`config.mk`:
```
export PLATFORM = sky130hd
export DESIGN_NAME = pepc_port_e
export DESIGN_NICKNAME = d
export VERILOG_FILES = /design/src/hdl/pepc_pkg.sv /design/src/hdl/pepc_port_e.sv /design/src/hdl/pepc_regfile.sv
export SDC_FILE = /design/constraint.sdc
export NUM_CORES = 1
export LEC_CHECK = 0
export BUFFER_PORTS_ARGS = -buffer_cell sky130_fd_sc_hd__buf_2
export CORE_MARGIN = 3
export CORE_UTILIZATION = 53
export DETAILED_ROUTE_END_ITERATION = 12
export GPL_ROUTABILITY_DRIVEN = 0
export PLACE_DENSITY = 0.76
export SLEW_MARGIN = 20
export SYNTH_ARGS = -nofsm -noshare
export SYNTH_HDL_FRONTEND = slang
export SYNTH_SLANG_ARGS = --single-unit
export TNS_END_PERCENT = 50
```
`constraint.sdc`:
```
create_clock -name ref_clk_i -period 2.5 [get_ports ref_clk_i]
set_input_delay 0.5 -clock ref_clk_i [delete_from_list [all_inputs] [get_ports ref_clk_i]]
set_output_delay 0.5 -clock ref_clk_i [all_outputs]
set_load 0.02 [all_outputs]
```
`src/hdl/pepc_pkg.sv`:
```
package pepc_pkg;
  localparam logic [11:0] ADDR_PORT = 12'h000;
  localparam logic [11:0] ADDR_LATCH = 12'h004;
  localparam logic [11:0] ADDR_DIR = 12'h008;
  localparam logic [11:0] ADDR_ANSEL = 12'h00C;
  localparam logic [11:0] ADDR_INTERRUPT_CONTROL_TWO = 12'h010;
  localparam logic [11:0] ADDR_SLEW = 12'h014;
  localparam logic [11:0] ADDR_CFG3H = 12'h018;
  localparam logic [11:0] ADDR_CFG4L = 12'h01C;
  localparam logic [11:0] ADDR_PERIPH = 12'h020;
  localparam int unsigned NUM_REGS = 9;

  localparam int unsigned DIR_PULLUP_BIT = 7;
  localparam int unsigned INTERRUPT_CONTROL_TWO_PULLUP_DIS_BIT = 7;
  localparam int unsigned CFG3H_MASTER_CLEAR_N_EN_BIT = 7;
  localparam int unsigned CFG3H_CAPCOMP3_SIGNAL_MAP_BIT = 2;
  localparam int unsigned CFG4L_LVP_BIT = 2;
  localparam int unsigned PORT_PIN3_BIT = 3;

  localparam logic [7:0] DIR_MASK = 8'h87;
  localparam logic [7:0] LATCH_MASK = 8'h07;
  localparam logic [7:0] ANSEL_MASK = 8'h07;
  localparam logic [7:0] INTERRUPT_CONTROL_TWO_MASK = 8'hF5;
  localparam logic [7:0] SLEW_MASK = 8'h1F;
  localparam logic [7:0] CFG3H_MASK = 8'hBF;
  localparam logic [7:0] CFG4L_MASK = 8'hC5;
  localparam logic [7:0] PERIPH_MASK = 8'h1F;

  localparam logic [7:0] DIR_RESET = 8'h07;
  localparam logic [7:0] LATCH_RESET = 8'h00;
  localparam logic [7:0] ANSEL_RESET = 8'h07;
  localparam logic [7:0] INTERRUPT_CONTROL_TWO_RESET = 8'hF5;
  localparam logic [7:0] SLEW_RESET = 8'h1F;
  localparam logic [7:0] CFG3H_RESET = 8'hBF;
  localparam logic [7:0] CFG4L_RESET = 8'h85;
  localparam logic [7:0] PERIPH_RESET = 8'h00;

  // Peripheral enable register fields
  localparam int unsigned PER_PWM3A_EN = 0;
  localparam int unsigned PER_PWM3B_EN = 1;
  localparam int unsigned PER_CAPCOMP3_SIGNAL_EN = 2;
  localparam int unsigned PER_CAPCOMP5_SIGNAL_EN = 3;
  localparam int unsigned PER_SMALL_PKG = 4;
endpackage

```
`src/hdl/pepc_port_e.sv`:
```
`timescale 1ns/100ps
module pepc_port_e (
  // Clock and reset
  input wire logic ref_clk_i,
  input wire logic rst_b_i,
  // APB slave
  input wire logic psel,
  input wire logic penable,
  input wire logic pwrite,
  input wire logic [11:0] paddr,
  input wire logic [31:0] pwdata,
  output logic [31:0] prdata,
  output logic pready,
  output logic pslverr,
  // Programming state
  input wire logic hv_prog_mode_i,
  // Pins 0 to 2
  input wire logic [2:0] port_e_pins_pin_i,
  output logic [2:0] port_e_pins_pin_o,
  output logic [2:0] port_e_pins_pin_oe_b_o,
  // Pin 3 and its pull-up
  input wire logic port_e_pins_pin3_input_i,
  output logic pin3_pullup_on_o,
  output logic master_clear_n_o,
  // Port B pull-ups
  input wire logic [7:0] portb_pullup_enable_i,
  output logic [7:0] portb_pullup_on_o,
  // Peripheral outputs
  input wire logic pwm3_output_a_i,
  input wire logic pwm3_output_b_i,
  input wire logic capcomp3_signal_i,
  input wire logic capcomp5_signal_i,
  // Peripheral inputs
  output logic capcomp3_capture_o,
  output logic capcomp5_capture_o,
  output logic [2:0] analog_input_active_o
);
  ////////////////////////////////////////////////////////////////////////////////
  // Register access decode

  logic setup_ph;
  logic access_ph;
  logic [3:0] idx;
  logic idx_ok;
  logic wr_en;
  logic [7:0] wr_data;
  logic [7:0] file_rd;
  logic [8*pepc_pkg::NUM_REGS-1:0] regs;
  logic [7:0] latch_e;
  logic [7:0] direction_e;
  logic [7:0] analog_select_e;
  logic [7:0] interrupt_control_two;
  logic [7:0] config_word_three_high;
  logic [7:0] config_word_four_low;
  logic [7:0] periph_en;
  logic [7:0] port_e_pins;
  logic rd_port;
  logic rd_valid;

  function automatic logic [3:0] addr_to_idx(input logic [11:0] addr);
    addr_to_idx = addr[5:2];
  endfunction

  assign setup_ph = psel && !penable;
  assign access_ph = psel && penable;
  assign idx = addr_to_idx(paddr);
  assign idx_ok = (paddr[1:0] == 2'h0) && (paddr[11:6] == 6'h00) &&
                  (idx < 4'(pepc_pkg::NUM_REGS));

  // Read data registered in setup, so every access completes in one wait-free cycle
  assign pready = access_ph;
  assign pslverr = access_ph && !idx_ok;

  always_comb begin
    wr_data = pwdata[7:0];
    wr_en = 1'b0;
    if (access_ph && pwrite && idx_ok) begin
      unique case (paddr)
        pepc_pkg::ADDR_PORT: begin
          wr_en = 1'b0;
        end
        pepc_pkg::ADDR_CFG4L: begin
          wr_en = 1'b1;
          // LOW_VOLTAGE_PROG_ENABLE bit only moves in high-voltage programming mode
          if (!hv_prog_mode_i) begin
            wr_data[pepc_pkg::CFG4L_LVP_BIT] =
              config_word_four_low[pepc_pkg::CFG4L_LVP_BIT];
          end
        end
        default: begin
          wr_en = 1'b1;
        end
      endcase
    end
  end

  ////////////////////////////////////////////////////////////////////////////////
  // Register storage

  logic port_wr;
  logic [3:0] file_idx;

  // A port write lands in the latch register
  assign port_wr = access_ph && pwrite && (paddr == pepc_pkg::ADDR_PORT);
  assign file_idx = port_wr ? 4'h1 : idx;

  pepc_regfile u_regfile (
    .ref_clk_i(ref_clk_i),
    .rst_b_i(rst_b_i),
    .wr_en_i(wr_en || port_wr),
    .wr_idx_i(file_idx),
    .wr_data_i(wr_data),
    .rd_idx_i(idx),
    .rd_data_o(file_rd),
    .regs_o(regs)
  );

  assign latch_e = regs[8*1 +: 8];
  assign direction_e = regs[8*2 +: 8];
  assign analog_select_e = regs[8*3 +: 8];
  assign interrupt_control_two = regs[8*4 +: 8];
  assign config_word_three_high = regs[8*6 +: 8];
  assign config_word_four_low = regs[8*7 +: 8];
  assign periph_en = regs[8*8 +: 8];

  ////////////////////////////////////////////////////////////////////////////////
  // Pin control

  logic master_clear_enable;
  logic small_pkg;
  logic capcomp3_pin_map;
  logic global_pullup_disable_n;
  logic pin3_pullup_enable;
  logic [2:0] out_val;
  logic [2:0] out_en;

  assign master_clear_enable = config_word_three_high[pepc_pkg::CFG3H_MASTER_CLEAR_N_EN_BIT];
  assign capcomp3_pin_map = config_word_three_high[pepc_pkg::CFG3H_CAPCOMP3_SIGNAL_MAP_BIT];
  assign small_pkg = periph_en[pepc_pkg::PER_SMALL_PKG];
  assign global_pullup_disable_n = interrupt_control_two[pepc_pkg::INTERRUPT_CONTROL_TWO_PULLUP_DIS_BIT];
  assign pin3_pullup_enable = direction_e[pepc_pkg::DIR_PULLUP_BIT];

  // Priority falls in listed order; analog select does not block outputs
  always_comb begin
    out_val = latch_e[2:0];
    out_en = ~direction_e[2:0];
    if (!capcomp3_pin_map && periph_en[pepc_pkg::PER_PWM3A_EN]) begin
      out_val[0] = pwm3_output_a_i;
    end else if (!capcomp3_pin_map && periph_en[pepc_pkg::PER_CAPCOMP3_SIGNAL_EN]) begin
      out_val[0] = capcomp3_signal_i;
    end
    if (periph_en[pepc_pkg::PER_PWM3B_EN]) begin
      out_val[1] = pwm3_output_b_i;
    end
    if (periph_en[pepc_pkg::PER_CAPCOMP5_SIGNAL_EN]) begin
      out_val[2] = capcomp5_signal_i;
    end
    // Small package bonds out no pins 0 to 2
    if (small_pkg) begin
      out_en = 3'h0;
    end
  end

  always_ff @(posedge ref_clk_i or negedge rst_b_i) begin
    if (!rst_b_i) begin
      port_e_pins_pin_o <= 3'h0;
      port_e_pins_pin_oe_b_o <= 3'h7;
    end else begin
      port_e_pins_pin_o <= out_val;
      port_e_pins_pin_oe_b_o <= ~out_en;
    end
  end

  // Pull-ups: global disable wins, pin 3 only as a port input
  always_ff @(posedge ref_clk_i or negedge rst_b_i) begin
    if (!rst_b_i) begin
      pin3_pullup_on_o <= 1'b0;
      portb_pullup_on_o <= 8'h00;
    end else begin
      pin3_pullup_on_o <= !global_pullup_disable_n && pin3_pullup_enable &&
                          !master_clear_enable;
      portb_pullup_on_o <= global_pullup_disable_n ? 8'h00 :
                           portb_pullup_enable_i;
    end
  end

  always_ff @(posedge ref_clk_i or negedge rst_b_i) begin
    if (!rst_b_i) begin
      master_clear_n_o <= 1'b1;
    end else begin
      master_clear_n_o <= master_clear_enable ? port_e_pins_pin3_input_i : 1'b1;
    end
  end

  ////////////////////////////////////////////////////////////////////////////////
  // Input path

  logic [2:0] dig_in;

  // Analog pins read 0; a driven pin reads its own level back
  assign dig_in = port_e_pins_pin_i & ~analog_select_e[2:0] & {3{!small_pkg}};

  always_comb begin
    port_e_pins = 8'h00;
    port_e_pins[2:0] = dig_in;
    port_e_pins[pepc_pkg::PORT_PIN3_BIT] = !master_clear_enable && port_e_pins_pin3_input_i;
  end

  always_ff @(posedge ref_clk_i or negedge rst_b_i) begin
    if (!rst_b_i) begin
      capcomp3_capture_o <= 1'b0;
      capcomp5_capture_o <= 1'b0;
      analog_input_active_o <= 3'h0;
    end else begin
      capcomp3_capture_o <= direction_e[0] && !capcomp3_pin_map && dig_in[0];
      capcomp5_capture_o <= direction_e[2] && dig_in[2];
      analog_input_active_o <= analog_select_e[2:0] & {3{!small_pkg}};
    end
  end

  ////////////////////////////////////////////////////////////////////////////////
  // Read data

  assign rd_port = setup_ph && (paddr == pepc_pkg::ADDR_PORT);
  assign rd_valid = setup_ph && idx_ok;

  logic [7:0] port_snap;
  logic port_sel;

  // Port level is sampled in setup so it matches the cycle software asked
  always_ff @(posedge ref_clk_i or negedge rst_b_i) begin
    if (!rst_b_i) begin
      port_snap <= 8'h00;
      port_sel <= 1'b0;
    end else if (setup_ph) begin
      port_snap <= port_e_pins;
      port_sel <= rd_port;
    end
  end

  logic rd_ok_q;

  always_ff @(posedge ref_clk_i or negedge rst_b_i) begin
    if (!rst_b_i) begin
      rd_ok_q <= 1'b0;
    end else if (setup_ph) begin
      rd_ok_q <= rd_valid;
    end
  end

  always_comb begin
    prdata = 32'h0000_0000;
    if (access_ph && !pwrite && rd_ok_q) begin
      prdata[7:0] = port_sel ? port_snap : file_rd;
    end
  end
endmodule

```
`src/hdl/pepc_regfile.sv`:
```
`timescale 1ns/100ps
module pepc_regfile (
  // Clock and reset
  input wire logic ref_clk_i,
  input wire logic rst_b_i,
  // Write port
  input wire logic wr_en_i,
  input wire logic [3:0] wr_idx_i,
  input wire logic [7:0] wr_data_i,
  // Read port
  input wire logic [3:0] rd_idx_i,
  output logic [7:0] rd_data_o,
  // Flat view of all stored registers
  output logic [8*pepc_pkg::NUM_REGS-1:0] regs_o
);
  logic [7:0] mem [pepc_pkg::NUM_REGS];

  function automatic logic [7:0] mask_of(input logic [3:0] idx);
    case (idx)
      4'h1: mask_of = pepc_pkg::LATCH_MASK;
      4'h2: mask_of = pepc_pkg::DIR_MASK;
      4'h3: mask_of = pepc_pkg::ANSEL_MASK;
      4'h4: mask_of = pepc_pkg::INTERRUPT_CONTROL_TWO_MASK;
      4'h5: mask_of = pepc_pkg::SLEW_MASK;
      4'h6: mask_of = pepc_pkg::CFG3H_MASK;
      4'h7: mask_of = pepc_pkg::CFG4L_MASK;
      4'h8: mask_of = pepc_pkg::PERIPH_MASK;
      default: mask_of = 8'h00;
    endcase
  endfunction

  function automatic logic [7:0] reset_of(input int idx);
    case (idx)
      1: reset_of = pepc_pkg::LATCH_RESET;
      2: reset_of = pepc_pkg::DIR_RESET;
      3: reset_of = pepc_pkg::ANSEL_RESET;
      4: reset_of = pepc_pkg::INTERRUPT_CONTROL_TWO_RESET;
      5: reset_of = pepc_pkg::SLEW_RESET;
      6: reset_of = pepc_pkg::CFG3H_RESET;
      7: reset_of = pepc_pkg::CFG4L_RESET;
      8: reset_of = pepc_pkg::PERIPH_RESET;
      default: reset_of = 8'h00;
    endcase
  endfunction

  always_ff @(posedge ref_clk_i or negedge rst_b_i) begin
    if (!rst_b_i) begin
      for (int i = 0; i < pepc_pkg::NUM_REGS; i++) begin
        mem[i] <= reset_of(i);
      end
    end else if (wr_en_i && (wr_idx_i < 4'(pepc_pkg::NUM_REGS))) begin
      mem[wr_idx_i] <= wr_data_i & mask_of(wr_idx_i);
    end
  end

  always_ff @(posedge ref_clk_i or negedge rst_b_i) begin
    if (!rst_b_i) begin
      rd_data_o <= 8'h00;
    end else if (rd_idx_i < 4'(pepc_pkg::NUM_REGS)) begin
      rd_data_o <= mem[rd_idx_i];
    end else begin
      rd_data_o <= 8'h00;
    end
  end

  always_comb begin
    for (int i = 0; i < pepc_pkg::NUM_REGS; i++) begin
      regs_o[8*i +: 8] = mem[i];
    end
  end
endmodule

```
==> impl_metrics.csv, run 1 <==
group,metric,value,unit
power,leakage,2.94,nW
synthesis,synth_compound_area_share,4.97,%
synthesis,synth_most_common_cell,"dfrtp_1",
sta,final.setup_skew,0.0168,ns
worst_hold_path,min_path_type,"primary input to asynchronous set/reset pin",
floorplan,start_util,54.8,%
global_route,grt_pass1_wl,17600,um
clock_network,numCtsBuffers,9,
floorplan,die_area,0.0109,mm^2
power,p_sw_share,26.4,%
synthesis,synth-xor-area-share,0,%
global_route,grt_overflow,0,
synthesis,synth_fa_ha_area_share,1.71,%
synthesis,synthArstFlopShare,100,%
clock_network,cts_sinks,107,
sta,fin_ws,-0.0107,ns
synthesis,synth_top_family_by_area,"multiplexers",
final_layout,antennaDiodeCount,0,
synthesis,synth-seq-area-share,53.1,%
synthesis,synthMuxAreaShare,20.4,%
floorplan,ios,121,
route,routed_wl,10900,um
route,avgRoutedWirePerCell,17.3,um
global_route,grt_pass1_vias,3439,
floorplan,fp.dieH,104,um
clock_network,clock_latency,0.39,ns
route,drc,0,
clock_network,cts_tree,"built",
power,pwr-share-clk,36.0,%
synthesis,ys_top_cells_by_area,"dfrtp_1 37%, dfstp_2 16%, mux4_2 7.0%, mux2_1 4.6%, buf_4 4.1%",
worst_setup_path,worstPathArrival,2.84,ns
clock_network,clk_pin_slew,0.12,ns
synthesis,synthDistinctLibCells,48,
worst_setup_path,crit_slowest_cell,"or4_4",
sta,slew_headroom,63.7,%
sta,setup_viol,2,
power,p_switching,842,uW
sta,tightestPinTransition,0.544,ns
worst_setup_path,cp_max_fo,8,
synthesis,synth_edf_count,0,
sta,slew_violations,0,
clock_network,root_buffer,"clkbuf_8",
job,max_cap_viol_count,0,
final_layout,final_nets,567,
global_route,antenna_found_initial,0,
outcome,status,"finished, violations left",
synthesis,ys_ff_latch,107,
power,comb_power_share,8.9,%
clock_network,htree_levels,3,
power,powerDensity,522,mW/mm^2
global_route,grt_max_degree,108,
synthesis,synth_area,0.00511,mm^2
placement,portBuffers,72,
sta,rsz0062_at_grt,"true",
synthesis,avgSynthCellArea,12.9,um^2
synthesis,synth_ff_type,"dfrtp_1",
worst_setup_path,critPathRequiredTime,2.83,ns
clock_network,cts_hold_buf,0,
worst_setup_path,cp_slowest_stage_delay,0.56,ns
worst_setup_path,r2r_slack,1.07,ns
worst_setup_path,r2r_end,"u_regfile.rd_data_o[7]",
worst_setup_path,critical_path.top_delay_family,"simple AND/OR/NAND/NOR gates",
placement,dpl_worst_slack,-0.467,ns
floorplan,core_area,0.00933,mm^2
worst_setup_path,r2r-start,"u_regfile.regs_o[39]",
placement,dp_hpwl,7920,um
route,drtIter0Drc,165,
worst_setup_path,crit_start,"paddr[6]",
final_layout,drive_above_1_share,47.3,%
synthesis,yosys-top-cells-count,"76 x dfrtp_1, 31 x dfstp_2, 28 x and2_1, 28 x buf_4, 21 x mux2_1",
worst_setup_path,reg2reg_depth,3,
worst_setup_path,crit_type,"primary input to flop",
sta,hold_viol,0,
final_layout,fin_util,65.4,%
power,p_total,3.19,mW
worst_setup_path,worst-path-buf-inv,3,
clock_network,clockBufferDepth,2,
floorplan,fp-row-count,35,
sta,fin_crit,2.51,ns
synthesis,synthSimpleGateAreaFrac,13.4,%
sta,fmax,0.398,GHz
power,sequentialPowerShare,55.1,%
route,vias,3339,
placement,place_inst,609,
floorplan,die_w,104,um
synthesis,synthCells,397,
synthesis,synth.top_cell.area_share,37.2,%
synthesis,synth_warnings,0,
route,first_pass_iters,4,
final_layout,area_growth,19.3,%
power,p_int,2.34,mW
worst_setup_path,path_cells,"buf_2 -> or4_4 -> nor4_4 -> a21o_2 -> inv_2 -> ha_2 -> nor2b_2 -> a211o_1 -> a21boi_2 -> buf_6 -> mux2_2",
power,peakVddDrop,0.000268,V
route,viasPerCell,5.32,
synthesis,synth_area_leader_cell,"dfrtp_1",
route,ant_nets,0,
worst_setup_path,worst_setup_path_start_kind,"primary input",
worst_setup_path,end_kind,"flop",
outcome,violations,"negative setup slack",
worst_setup_path,worstSetupEndpoint,"u_regfile.regs_o[41]",
sta,fin_crit_sh,100,%
final_layout,fin_cells,628,
global_route,grt_usage,20.6,%
worst_setup_path,cp.depth,11,
==> what timing repair did <==
| action | 4_1_cts | 5_1_grt |
|---|---|---|
| pin swaps | 4 | 7 |
| setup endpoints to repair | 30 | 46 |
| setup buffers | 2 | 2 |
| gates resized for setup | 7 | 27 |
==> layout make-up <==
type	instances	area [um^2]
Timing Repair Buffer	109	673
Multi-Input combinational cell	260	2300
Inverter	7	26.3
Clock buffer	9	124
Fill cell	701	3230
Tap cell	129	161
Sequential cell	107	2720
Clock inverter	7	93.8
==> logic make-up (layout without fill, tap and decap cells) <==
kind of cell             Yosys count  in the layout
AND/OR/NAND/NOR                  111            111
AO/OA/AOI/OAI                     43             43
adder cells (fa/ha/maj)            7              7
other                              1             24
flip-flops                       107            107
buffers and inverters             53            132
multiplexers                      75             75
==> how the worst min path moves through the flow <==
stage | from | end | slack [ns] | cells after the start
after floorplan | rst_b_i | analog_input_active_o[0] | 0.20 | 0
after global placement | port_snap[2] | port_snap[2] | 0.46 | 2
after detailed placement | u_regfile.regs_o[27] | u_regfile.regs_o[27] | 0.47 | 1
after CTS | rst_b_i | analog_input_active_o[0] | 0.18 | 2
after global routing | rst_b_i | analog_input_active_o[1] | 0.18 | 2
final | rst_b_i | analog_input_active_o[0] | 0.14 | 2
==> power by group through the flow <==
stage          clock network (mW)  registers [mW]  logic [mW]
2_1_floorplan                   0            1.80       0.159
3_3_place_gp                    0            1.79       0.266
3_5_place_dp                    0            1.79       0.271
4_1_cts                      1.16            1.76       0.275
5_1_grt                      1.24            1.76       0.310
6_report                     1.15            1.76       0.283
==> metrics by stage <==
stage | setup TNS (ns) | hold slack (ns) | area [um^2]
6_report | -0.0174 | 0.139 | 6100
5_1_grt | -1.02 | 0.176 | 6100
4_1_cts | -0.00848 | 0.180 | 5970
3_5_place_dp | -21.84 | 0.472 | 5740
3_3_place_gp | -18.53 | 0.463 | 5740
2_1_floorplan | -23.14 | 0.204 | 5230
==> worst register-to-register path, stage by stage, from the launching register on <==
cell and delay [ns]:
dfstp_2 0.44, mux4_2 0.47, mux2i_1 0.29, o21ai_0 0.12
==> per-layer routing <==
layer | global-route usage (%) | share of wire [%]
met2 | 34.3 | 50
met3 | 3.29 | 5.0
met1 | 27.3 | 44
met4 | 7.69 | 1.6
met5 | 0 | 0
==> cells in the final DEF (no fill, tap or decap), types with 2 or more instances in the layout <==
cell,synthesis,layout
buf_6,2,2
inv_8,0,2
a21oi_1,10,9
nand2_1,19,19
mux2_1,21,18
nand3b_1,2,2
nor2_1,9,9
nand2b_1,5,5
inv_2,1,2
or4_4,1,2
mux2_2,16,10
and2_4,3,10
dfstp_2,31,31
a31oi_4,0,2
nor3b_1,2,2
a31oi_2,0,2
a31oi_1,9,5
buf_12,0,2
ha_1,7,5
buf_4,28,34
mux2i_1,13,13
dfrtp_1,76,76
nor3_1,2,2
buf_2,5,71
nor4_4,2,2
or2_2,5,5
and2_1,28,21
mux4_2,16,16
nor2b_1,19,18
mux2_4,9,18
o21ai_0,17,16
clkbuf_8,0,9
inv_1,6,5
conb_1,1,24
nand4b_1,2,2
==> sequential cells by signal, summed over array words and instances (netlist names) <==
register                flops
analog_input_active_o       3
capcomp3_capture_o          1
capcomp5_capture_o          1
master_clear_n_o            1
pin3_pullup_on_o            1
port_e_pins_pin_o           3
port_e_pins_pin_oe_b_o      3
port_sel                    1
port_snap                   4
portb_pullup_on_o           8
rd_ok_q                     1
u_regfile.rd_data_o         8
u_regfile.regs_o           72
Power figures use the tool's default switching activity.
==> inputs of run 2 (changes only) <==
--- a/config.mk
+++ b/config.mk
@@ -7,10 +7,10 @@
 export LEC_CHECK = 0
 export BUFFER_PORTS_ARGS = -buffer_cell sky130_fd_sc_hd__buf_2
 export CORE_MARGIN = 3
-export CORE_UTILIZATION = 53
+export CORE_UTILIZATION = 35
 export DETAILED_ROUTE_END_ITERATION = 12
 export GPL_ROUTABILITY_DRIVEN = 0
-export PLACE_DENSITY = 0.76
+export PLACE_DENSITY_LB_ADDON = 0.12
 export SLEW_MARGIN = 20
 export SYNTH_ARGS = -nofsm -noshare
 export SYNTH_HDL_FRONTEND = slang
==> run 2 against run 1 <==
  * The flow still finishes with violations (negative setup slack)
  * Critical path depth unchanged
  * Global-route usage down 4.8 points
  * Via count down 1.3%
  * Hold slack worse by 0.044 ns
  * Sequential share of layout area down 1.7 points
  * Sequential cell count unchanged
  * Clock skew down 0.0077 ns
  * Sequential power about the same
==> impl_metrics.csv, run 2 (synthesis gave the netlist of run 1 again) <==
group,metric,value,unit
placement,placed_area,0.00585,mm^2
route,avgRoutedWirePerCell,17.7,um
sta,whs,0.0949,ns
route,first_pass_iters,4,
floorplan,die_w,127,um
global_route,antenna_found_initial,0,
clock_network,cts_sinks,107,
sta,final.setup_skew,0.00902,ns
global_route,grt_overflow,0,
final_layout,final_nets,577,
route,vias,3295,
worst_setup_path,end_kind,"flop",
clock_network,cts_tree,"built",
worst_setup_path,worst-path-buf-inv,3,
worst_setup_path,cp_max_fo,8,
sta,setup_viol,16,
clock_network,clk_pin_slew,0.07,ns
route,routed_wl,12200,um
outcome,status,"finished, violations left",
clock_network,clockBufferDepth,2,
sta,fin_crit,2.55,ns
floorplan,fp-row-count,43,
worst_setup_path,critPathRequiredTime,2.80,ns
floorplan,core_area,0.0141,mm^2
worst_setup_path,worstPathArrival,2.85,ns
sta,setup_tns,-0.469,ns
final_layout,area_growth,23.9,%
outcome,violations,"negative setup slack",
worst_hold_path,min_path_type,"primary input to asynchronous set/reset pin",
job,max_cap_viol_count,0,
route,viasPerCell,4.78,
global_route,grt_max_degree,51,
floorplan,ios,121,
sta,fin_crit_sh,102,%
global_route,grt_usage,15.8,%
final_layout,seq_area,0.00272,mm^2
sta,fin_ws,-0.0482,ns
worst_setup_path,crit_type,"primary input to flop",
clock_network,clock_latency,0.35,ns
final_layout,largest_reg_flops,72,
sta,hold_viol,0,
power,p_total,3.54,mW
worst_setup_path,worst_setup_path_start_kind,"primary input",
route,drc,0,
worst_setup_path,critical_path.top_delay_family,"simple AND/OR/NAND/NOR gates",
clock_network,htree_levels,3,
power,peakVddDrop,0.000344,V
floorplan,fp.dieH,127,um
sta,slew_violations,0,
clock_network,root_buffer,"clkbuf_16",
clock_network,numCtsBuffers,9,
sta,fmax,0.392,GHz
floorplan,die_area,0.0161,mm^2
power,powerDensity,559,mW/mm^2
route,ant_nets,0,
final_layout,final_common_cell,"dfrtp_1",
final_layout,multi_input_area,0.00229,mm^2
final_layout,layout_common_cells,"76 x dfrtp_1, 71 x buf_2, 40 x buf_4",
final_layout,drive_above_1_share,48.3,%
power,leakage,3.04,nW
worst_setup_path,cp_slowest_stage_delay,0.55,ns
final_layout,stdcell_area,0.00633,mm^2
sta,rsz0062_at_grt,"true",
placement,dp_hpwl,9120,um
global_route,grt_pass1_vias,3486,
final_layout,antennaDiodeCount,0,
worst_setup_path,path_cells,"buf_2 -> or4_4 -> nor4_4 -> a21o_2 -> inv_2 -> ha_1 -> nor2b_1 -> a211o_1 -> a21boi_2 -> buf_6 -> mux2_2",
route,drtIter0Drc,149,
placement,portBuffers,72,
final_layout,num-fill-cells,1296,
global_route,grt_pass1_wl,19500,um
floorplan,start_util,36.3,%
worst_setup_path,crit_slowest_cell,"or4_4",
[run 2: cell types whose count changed in the layout (fill, tap and decap cells not counted), sizes merged]
cell	before	now
clkbuf	9	11
clkinvlp	1	0
inv	10	7
clkinv	2	4
buf	109	119
[run 2: path summary, 6_finish.rpt]
check | start | end | slack, ns | depth (start not counted)
max | paddr[9] | u_regfile.regs_o[9] | -0.05 | 11
min | rst_b_i | analog_input_active_o[0] | 0.09 | 1
max reg2reg | u_regfile.regs_o[39] | u_regfile.rd_data_o[7] | 0.99 | 3
min reg2reg | port_snap[2] | port_snap[2] | 0.49 | 2
max in group asynchronous | rst_b_i | u_regfile.regs_o[38] | 1.64 | 2
min in group ref_clk_i | portb_pullup_enable_i[4] | portb_pullup_on_o[4] | 0.36 | 2
[run 2: timing repair]
item	CTS	global route
pin swaps	4	3
buffers inserted	2	3
resized for setup	9	24
endpoints found under the setup margin	34	50
hold buffers	0	0
[run 2: through the flow]
step	cells	setup WS (ns)	utilization, %
3_5_place_dp	668	-0.475	41.5
6_report	689	-0.0482	44.9
5_1_grt	689	-0.129	44.9
4_1_cts	686	-0.0358	44.0
2_1_floorplan	420	-0.552	-
3_3_place_gp	668	-0.455	41.5
[run 2: area by class of cell]
class                           count  share of cell area [%]
Sequential cell                   107                    42.9
Multi-Input combinational cell    260                    36.1
Timing Repair Buffer              119                    12.1
Clock buffer                       11                    3.99
Tap cell                          180                    3.56
Clock inverter                      5                   0.968
Inverter                            7                   0.415
[run 2: where the power goes]
group | switching, mW | internal [mW] | total [mW]
clock | 0.644 | 0.835 | 1.48
combinational | 0.188 | 0.116 | 0.304
sequential | 0.00679 | 1.75 | 1.76
[run 2: per-layer routing]
metal / part of all wire [%] / global-route usage [%] / up-vias
met3: 5.4 / 4.25 / 14
met1: 49 / 22.4 / 1625
li1: - / - / 1562
met2: 44 / 24.0 / 94
met5: 0 / 0 / -
met4: 1.2 / 4.16 / 0
